==> config.mk <==
export PLATFORM = sky130hd
export DESIGN_NAME = tos_timer
export DESIGN_NICKNAME = d
export VERILOG_FILES = /design/src/rtl/tos_pkg.sv /design/src/rtl/tos_timer.sv /design/src/rtl/tos_prescaler.sv
export SDC_FILE = /design/constraint.sdc
export NUM_CORES = 1
export LEC_CHECK = 0
export BUFFER_PORTS_ARGS = -buffer_cell sky130_fd_sc_hd__buf_2
export CAP_MARGIN = 30
export CORE_MARGIN = 10
export CORE_UTILIZATION = 55
export CTS_CLUSTER_SIZE = 24
export DETAILED_ROUTE_END_ITERATION = 6
export GPL_TIMING_DRIVEN = 0
export PLACE_DENSITY = 0.9
export REMOVE_ABC_BUFFERS = 1
export SYNTH_ARGS = -nofsm -noshare
export SYNTH_HDL_FRONTEND = slang
export SYNTH_SLANG_ARGS = --single-unit
==> constraint.sdc <==
create_clock -name ref_clk -period 3.95 [get_ports ref_clk]
set_clock_uncertainty 0.1 [all_clocks]
set_input_delay 0.5925 -clock ref_clk [delete_from_list [all_inputs] [get_ports ref_clk]]
set_output_delay 0.5925 -clock ref_clk [all_outputs]
set_load 0.02 [all_outputs]
==> src/rtl/tos_pkg.sv <==
// package of constants and carrier types for the one-shot timer
package tos_pkg;
   localparam logic [7:0]  ADDR_CTRL     = 8'h00;
   localparam logic [7:0]  ADDR_COUNT    = 8'h04;
   localparam logic [7:0]  ADDR_RELOAD   = 8'h08;
   localparam logic [7:0]  ADDR_IRQ_STAT = 8'h0C;
   localparam logic [7:0]  ADDR_IRQ_EN   = 8'h10;
   localparam logic [7:0]  ADDR_IRQ_CLR  = 8'h14;
   localparam int          CTRL_EN_BIT   = 0;
   localparam int          CTRL_POL_BIT  = 1;
   localparam int          CTRL_OE_BIT   = 2;
   localparam int          CTRL_PRE_LSB  = 4;
   localparam logic [15:0] COUNT_RESET   = 16'h0000;
   localparam logic [15:0] RELOAD_RESET  = 16'h0000;
   localparam logic [15:0] COUNT_RELOAD  = 16'h0001;
   localparam logic [1:0]  RESP_OKAY     = 2'h0;
   localparam logic [1:0]  RESP_SLVERR   = 2'h2;

   typedef struct packed {
      logic [2:0] prescale;
      logic       pinEnable;
      logic       outputPolarityBit;
      logic       enable;
   } tos_ctrl_s;

   typedef struct packed {
      logic        tick;
      logic [15:0] count;
   } tos_tick_s;
endpackage : tos_pkg

==> src/rtl/tos_timer.sv <==
// one-shot 16-bit timer with AXI4-Lite register slave
//
// Our own choices: the placing of the registers and the AXI4-Lite slave port.
`timescale 1ns/100ps
module tos_timer (
   input  wire logic        ref_clk,
   input  wire logic        resetn,
   input  wire logic [7:0]  s_axi_awaddr,
   input  wire logic        s_axi_awvalid,
   output logic             s_axi_awready,
   input  wire logic [31:0] s_axi_wdata,
   input  wire logic [3:0]  s_axi_wstrb,
   input  wire logic        s_axi_wvalid,
   output logic             s_axi_wready,
   output logic [1:0]       s_axi_bresp,
   output logic             s_axi_bvalid,
   input  wire logic        s_axi_bready,
   input  wire logic [7:0]  s_axi_araddr,
   input  wire logic        s_axi_arvalid,
   output logic             s_axi_arready,
   output logic [31:0]      s_axi_rdata,
   output logic [1:0]       s_axi_rresp,
   output logic             s_axi_rvalid,
   input  wire logic        s_axi_rready,
   output logic             timerOut,
   output logic             irq
);
   typedef struct packed {
      tos_pkg::tos_ctrl_s ctrl;
      logic [15:0]        count;
      logic [15:0]        reload;
      logic               irqStat;
      logic               irqEn;
      logic               restart;
      logic               pulse;
      logic               timerOut;
      logic               irq;
      logic               awHeld;
      logic [7:0]         awAddr;
      logic               wHeld;
      logic [31:0]        wData;
      logic [3:0]         wStrb;
      logic               bValid;
      logic [1:0]         bResp;
      logic               rValid;
      logic [31:0]        rData;
      logic [1:0]         rResp;
      logic               awReady;
      logic               wReady;
      logic               arReady;
   } tos_state_s;

   tos_state_s stateFf;
   tos_state_s nxtState;
   logic       tick;
   logic       hit;
   logic       doWrite;
   logic [31:0] mergeW;
   logic [31:0] ctrlWord;

   function automatic logic known(input logic [7:0] a);
      known = (a == tos_pkg::ADDR_CTRL) || (a == tos_pkg::ADDR_COUNT) ||
              (a == tos_pkg::ADDR_RELOAD) || (a == tos_pkg::ADDR_IRQ_STAT) ||
              (a == tos_pkg::ADDR_IRQ_EN) || (a == tos_pkg::ADDR_IRQ_CLR);
   endfunction : known

   function automatic logic [31:0] merge(input logic [31:0] old, input logic [31:0] d,
                                         input logic [3:0] s);
      logic [31:0] m;
      m = old;
      for (int i = 0; i < 4; i++) begin
         if (s[i]) begin
            m[i*8 +: 8] = d[i*8 +: 8];
         end
      end
      merge = m;
   endfunction : merge

   tos_prescaler u_pre (
      .ref_clk  (ref_clk),
      .resetn   (resetn),
      .restart  (stateFf.restart),
      .run      (stateFf.ctrl.enable),
      .prescale (stateFf.ctrl.prescale),
      .tick     (tick)
   );

   // match on the tick that brings the count to reload; 0000H needs the full wrap
   assign hit = stateFf.ctrl.enable && tick &&
                (16'(stateFf.count + 16'h0001) == stateFf.reload);
   assign ctrlWord = {24'h000000, 1'b0, stateFf.ctrl.prescale, 1'b0,
                      stateFf.ctrl.pinEnable, stateFf.ctrl.outputPolarityBit,
                      stateFf.ctrl.enable};
   assign doWrite = stateFf.awHeld && stateFf.wHeld && !stateFf.bValid;

   always_comb begin
      nxtState = stateFf;
      nxtState.restart = 1'b0;
      nxtState.pulse   = 1'b0;
      mergeW = 32'h00000000;

      // counting, driven only by the prescaled system clock
      if (hit) begin
         nxtState.count       = tos_pkg::COUNT_RELOAD;
         nxtState.ctrl.enable = 1'b0;
         nxtState.pulse       = 1'b1;
      end else if (stateFf.ctrl.enable && tick) begin
         nxtState.count = 16'(stateFf.count + 16'h0001);
      end

      // address and data channels
      if (s_axi_awvalid && stateFf.awReady) begin
         nxtState.awHeld = 1'b1;
         nxtState.awAddr = s_axi_awaddr;
      end
      if (s_axi_wvalid && stateFf.wReady) begin
         nxtState.wHeld = 1'b1;
         nxtState.wData = s_axi_wdata;
         nxtState.wStrb = s_axi_wstrb;
      end

      if (doWrite) begin
         nxtState.awHeld = 1'b0;
         nxtState.wHeld  = 1'b0;
         nxtState.bValid = 1'b1;
         nxtState.bResp  = known(stateFf.awAddr) ? tos_pkg::RESP_OKAY : tos_pkg::RESP_SLVERR;
         case (stateFf.awAddr)
            tos_pkg::ADDR_CTRL: begin
               mergeW = merge(ctrlWord, stateFf.wData, stateFf.wStrb);
               nxtState.ctrl.enable            = mergeW[tos_pkg::CTRL_EN_BIT];
               nxtState.ctrl.outputPolarityBit = mergeW[tos_pkg::CTRL_POL_BIT];
               nxtState.ctrl.pinEnable         = mergeW[tos_pkg::CTRL_OE_BIT];
               nxtState.ctrl.prescale          = mergeW[tos_pkg::CTRL_PRE_LSB +: 3];
               nxtState.restart = mergeW[tos_pkg::CTRL_EN_BIT];
            end
            tos_pkg::ADDR_COUNT: begin
               mergeW = merge({16'h0000, nxtState.count}, stateFf.wData, stateFf.wStrb);
               nxtState.count = mergeW[15:0];
            end
            tos_pkg::ADDR_RELOAD: begin
               mergeW = merge({16'h0000, stateFf.reload}, stateFf.wData, stateFf.wStrb);
               nxtState.reload = mergeW[15:0];
            end
            tos_pkg::ADDR_IRQ_EN: begin
               if (stateFf.wStrb[0]) begin
                  nxtState.irqEn = stateFf.wData[0];
               end
            end
            tos_pkg::ADDR_IRQ_CLR: begin
               if (stateFf.wStrb[0] && stateFf.wData[0]) begin
                  nxtState.irqStat = 1'b0;
               end
            end
            default: begin
               nxtState.bValid = 1'b1;
            end
         endcase
      end
      if (stateFf.bValid && s_axi_bready) begin
         nxtState.bValid = 1'b0;
      end

      // set wins over a same-cycle clear
      if (hit) begin
         nxtState.irqStat = 1'b1;
      end

      // read channel
      if (s_axi_arvalid && stateFf.arReady) begin
         nxtState.rValid = 1'b1;
         nxtState.rResp  = known(s_axi_araddr) ? tos_pkg::RESP_OKAY : tos_pkg::RESP_SLVERR;
         case (s_axi_araddr)
            tos_pkg::ADDR_CTRL:     nxtState.rData = ctrlWord;
            tos_pkg::ADDR_COUNT:    nxtState.rData = {16'h0000, stateFf.count};
            tos_pkg::ADDR_RELOAD:   nxtState.rData = {16'h0000, stateFf.reload};
            tos_pkg::ADDR_IRQ_STAT: nxtState.rData = {31'h00000000, stateFf.irqStat};
            tos_pkg::ADDR_IRQ_EN:   nxtState.rData = {31'h00000000, stateFf.irqEn};
            default:                nxtState.rData = 32'h00000000;
         endcase
      end else if (stateFf.rValid && s_axi_rready) begin
         nxtState.rValid = 1'b0;
      end

      // output: polarity level, inverted for one clock at the reload event
      nxtState.timerOut = nxtState.ctrl.outputPolarityBit ^
                          (nxtState.pulse & nxtState.ctrl.pinEnable);
      nxtState.irq = nxtState.irqStat & nxtState.irqEn;
      nxtState.awReady = !nxtState.awHeld;
      nxtState.wReady  = !nxtState.wHeld;
      nxtState.arReady = !nxtState.rValid;
   end

   always_ff @(posedge ref_clk) begin
      if (!resetn) begin
         stateFf        <= '0;
         stateFf.count  <= tos_pkg::COUNT_RESET;
         stateFf.reload <= tos_pkg::RELOAD_RESET;
      end else begin
         stateFf <= nxtState;
      end
   end

   assign s_axi_awready = stateFf.awReady;
   assign s_axi_wready  = stateFf.wReady;
   assign s_axi_bvalid  = stateFf.bValid;
   assign s_axi_bresp   = stateFf.bResp;
   assign s_axi_arready = stateFf.arReady;
   assign s_axi_rvalid  = stateFf.rValid;
   assign s_axi_rdata   = stateFf.rData;
   assign s_axi_rresp   = stateFf.rResp;
   assign timerOut      = stateFf.timerOut;
   assign irq           = stateFf.irq;
endmodule : tos_timer

==> src/rtl/tos_prescaler.sv <==
// prescaler producing one tick per 2^n system clocks
`timescale 1ns/100ps
module tos_prescaler (
   input  wire logic       ref_clk,
   input  wire logic       resetn,
   input  wire logic       restart,
   input  wire logic       run,
   input  wire logic [2:0] prescale,
   output logic            tick
);
   typedef struct packed {
      logic [6:0] div;
      logic       tick;
   } tos_pre_state_s;

   tos_pre_state_s stateFf;
   tos_pre_state_s nxtState;
   logic [6:0]     limit;

   always_comb begin
      limit    = 7'((8'h01 << prescale) - 8'h01);
      nxtState = stateFf;
      nxtState.tick = 1'b0;
      if (restart || !run) begin
         nxtState.div = 7'h00;
      end else if (stateFf.div == limit) begin
         nxtState.div  = 7'h00;
         nxtState.tick = 1'b1;
      end else begin
         nxtState.div = 7'(stateFf.div + 7'h01);
      end
   end

   always_ff @(posedge ref_clk) begin
      if (!resetn) begin
         stateFf <= '0;
      end else begin
         stateFf <= nxtState;
      end
   end

   assign tick = stateFf.tick;
endmodule : tos_prescaler

==> results_dict.tcl <==
set metrics [dict create \
    die_x_um 117 \
    portBuffers 65 \
    fp.dieArea_mm2 0.0138 \
    rrSetupSlack_ns 0.64 \
    initial_core_util_pct 56.4 \
    clock_latency_ns 0.38 \
    finalSetupTns_ns 0 \
    synth.largest_area_cell "dfxtp_1" \
    grt_setup_unrepaired "no" \
    cp_cell_sequence "inv_1, or3_1, ha_1, o311ai_0, o31ai_1, a31oi_1, nor4_1, or3_1, nor2_1" \
    critPathCaptureType "flip-flop" \
    cts_tree "built" \
    p_switching_uw 486 \
    htree_levels 3 \
    max_freq_mhz 302 \
    synthCells 646 \
    core_area_mm2 0.00924 \
    worst_path_most_repeated_cell "or3_1" \
    grt_max_degree 59 \
    drc 0 \
    critPathKind "reg2reg" \
    seq_area_mm2 0.00204 \
    crit_buf_inv 1 \
    crit_start "ctrlWord[4]" \
    synthTopCellsByArea "dfxtp_1 (39%), nand2_1 (6.4%), a21oi_1 (5.8%), nor2_1 (5.6%), buf_4 (5.5%)" \
    synth_ff_type "dfxtp_1" \
    yosys_warnings 0 \
    vias_per_cell 5.71 \
    hpwl_mm 9.50 \
    pwr-share-comb_pct 7.0 \
    max-slew-margin-rel_pct 39.9 \
    grt_pass1_vias 4455 \
    maxCapViolCount 0 \
    crit_arrival_ns 3.52 \
    slew_violations 0 \
    outcome "finished clean" \
    min_path_type "reg2reg" \
    min_from "stateFf[90]" \
    cts_hold_buffers 0 \
    die_y_um 117 \
    slowest_delay_ns 0.64 \
    path_clk_slew_ns 0.10 \
    io_pins 102 \
    grt_antenna_before_repair 0 \
    post-cts-setup-buffers 0 \
    holdPathStages 1 \
    syn_area_mm2 0.00522 \
    cts_resized 0 \
    path_max_fanout 10 \
    ys_seq_area_share_pct 39.2 \
    power_density_mw_per_mm2 328 \
    rr_startpoint "ctrlWord[4]" \
    pwr-share-clk_pct 34.2 \
    wirelength_mm 12.7 \
    path_depth 9 \
    p_total_mw 1.82 \
    setup_slack_ns 0.643 \
    diodes 0 \
    ys_ff_latch 102 \
    critPathRequiredTime_ns 4.16 \
    ant_nets 0 \
    rows 35 \
    peakVddDrop_uv 148 \
    clock_path_buffers 2 \
    p_sw_share_pct 26.7 \
    async_reset_ff_share_pct 0 \
    first_iter_violations 365 \
    syn2layout_area_growth_pct 6.24 \
    grt_usage_pct 17.8 \
    wl_per_cell_um 15.8 \
    crit_path_start_kind "flip-flop" \
    finalSetupViolCount 0 \
    dp_slack_ns 0.927 \
    num_vias 4576 \
    r2r-end "u_pre.stateFf[6]" \
    root_buffer "clkbuf_8" \
    overflow 0 \
    fin_nets 730 \
    finalHoldViolCount 0 \
    fillers 785 \
    postSynthAreaPerCell_um2 8.07 \
    worst_slew_pin_slew_ns 0.898 \
    cts_sinks 102 \
    drive_gt1_share_pct 14.7 \
    yosysUniqueCellTypes 63 \
    seqPwrFrac_pct 58.8 \
    slowest_stage "o311ai_0" \
    total_leakage_power_nw 2.14 \
    multi_input_area_mm2 0.00278 \
    synth.top_cell.area_share_pct 39.2 \
    grt_pass1_wl_mm 21.2 \
    hold_end "u_pre.tick" \
    p_int_mw 1.33 \
    gp_congestion 0.975 \
    min_period_ns 3.31 \
    reg2reg_depth 9 \
    timing.final.crit_share_pct 83.7 \
    synth_edf_count 0 \
    crit_family "compound AO/OA/AOI/OAI gates" \
    first_pass_iters 5 \
    cts_made_buffers 9 \
]
==> routing by layer <==
metal | global-route usage [%] | part of all wire (%) | vias up
met5 | 0 | 0 | -
met4 | 6.81 | 2.0 | 0
met3 | 4.32 | 8.0 | 25
met2 | 29.6 | 47 | 202
met1 | 21.5 | 43 | 2131
li1 | - | - | 2218
==> layout make-up <==
type | instances | area share, %
Timing Repair Buffer | 67 | 6.32
Sequential cell | 102 | 36.9
Clock buffer | 10 | 2.30
Multi-Input combinational cell | 482 | 50.2
Tap cell | 129 | 2.91
Inverter | 6 | 0.407
Clock inverter | 6 | 0.971
==> worst reg2reg max path: stages, from the launching register on <==
cell	delay [ns]
dfxtp_1	0.54
inv_1	0.15
or3_1	0.38
ha_1	0.31
o311ai_0	0.64
o31ai_1	0.24
a31oi_1	0.21
nor4_1	0.08
or3_1	0.47
nor2_1	0.14
==> power by group through the flow <==
stage	clock (mW)	combinational, mW	sequential (mW)
after floorplan	0	0.0696	1.09
after global placement	0	0.117	1.09
after detailed placement	0	0.125	1.09
after CTS	0.623	0.126	1.07
after global routing	0.672	0.141	1.07
final	0.622	0.127	1.07
==> cell usage after synthesis (5+ instances only) <==
cell	count
dfxtp_1	102
nor2_1	78
xnor2_1	28
o21ai_0	14
clkbuf_1	24
nand3_1	30
mux2i_1	24
xor2_1	16
inv_1	6
nand4_1	9
or3_1	5
o21ai_1	14
buf_4	38
nand2_1	89
a21oi_1	60
a22oi_1	16
and3_1	5
nor3_1	12
==> how the worst max path moves through the flow <==
stage | endpoint | slack [ns]
after floorplan | timerOut | 1.41
final | u_pre.stateFf[6] | 0.64
after global routing | u_pre.stateFf[7] | 0.57
after global placement | stateFf[116] | 0.76
after CTS | u_pre.stateFf[6] | 0.76
after detailed placement | u_pre.stateFf[6] | 0.93
==> stage by stage <==
stage / cell area (um^2) / util [%] / hold WS, ns / std cells
final: 5540 / 60.0 / 0.323 / 802
after global routing: 5540 / 60.0 / 0.335 / 802
after CTS: 5540 / 60.0 / 0.330 / 802
after detailed placement: 5360 / 58.0 / 0.315 / 786
after global placement: 5330 / 57.7 / 0.299 / 784
after floorplan: 4850 / - / 0.290 / 590
==> placed cells by master (no fill, tap or decap), types with 12 or more instances in the layout <==
cell     count
a21oi_1     60
o21ai_0     14
conb_1      18
buf_2       66
nor3_1      12
xnor2_1     28
nor2_1      78
nand3_1     30
dfxtp_1    102
a22oi_1     16
nand2_1     89
xor2_1      16
o21ai_1     14
mux2i_1     24
==> state kept, by name (all words and copies together), names as in the netlist, 6 cells and up <==
name	cells
u_pre.stateFf	7
s_axi_rdata	16
ctrlWord	6
stateFf	63
==> kinds of logic after synthesis <==
group	after synthesis	share of synthesized area, %
xor+xnor	44	7.39
other cells	1	0.0719
flops	102	39.2
fa+ha+maj	3	0.720
simple gates	263	24.0
compound gates	128	14.9
buf+inv	79	8.71
mux	26	5.04
Note: power is estimated with default switching activity, not from simulation.
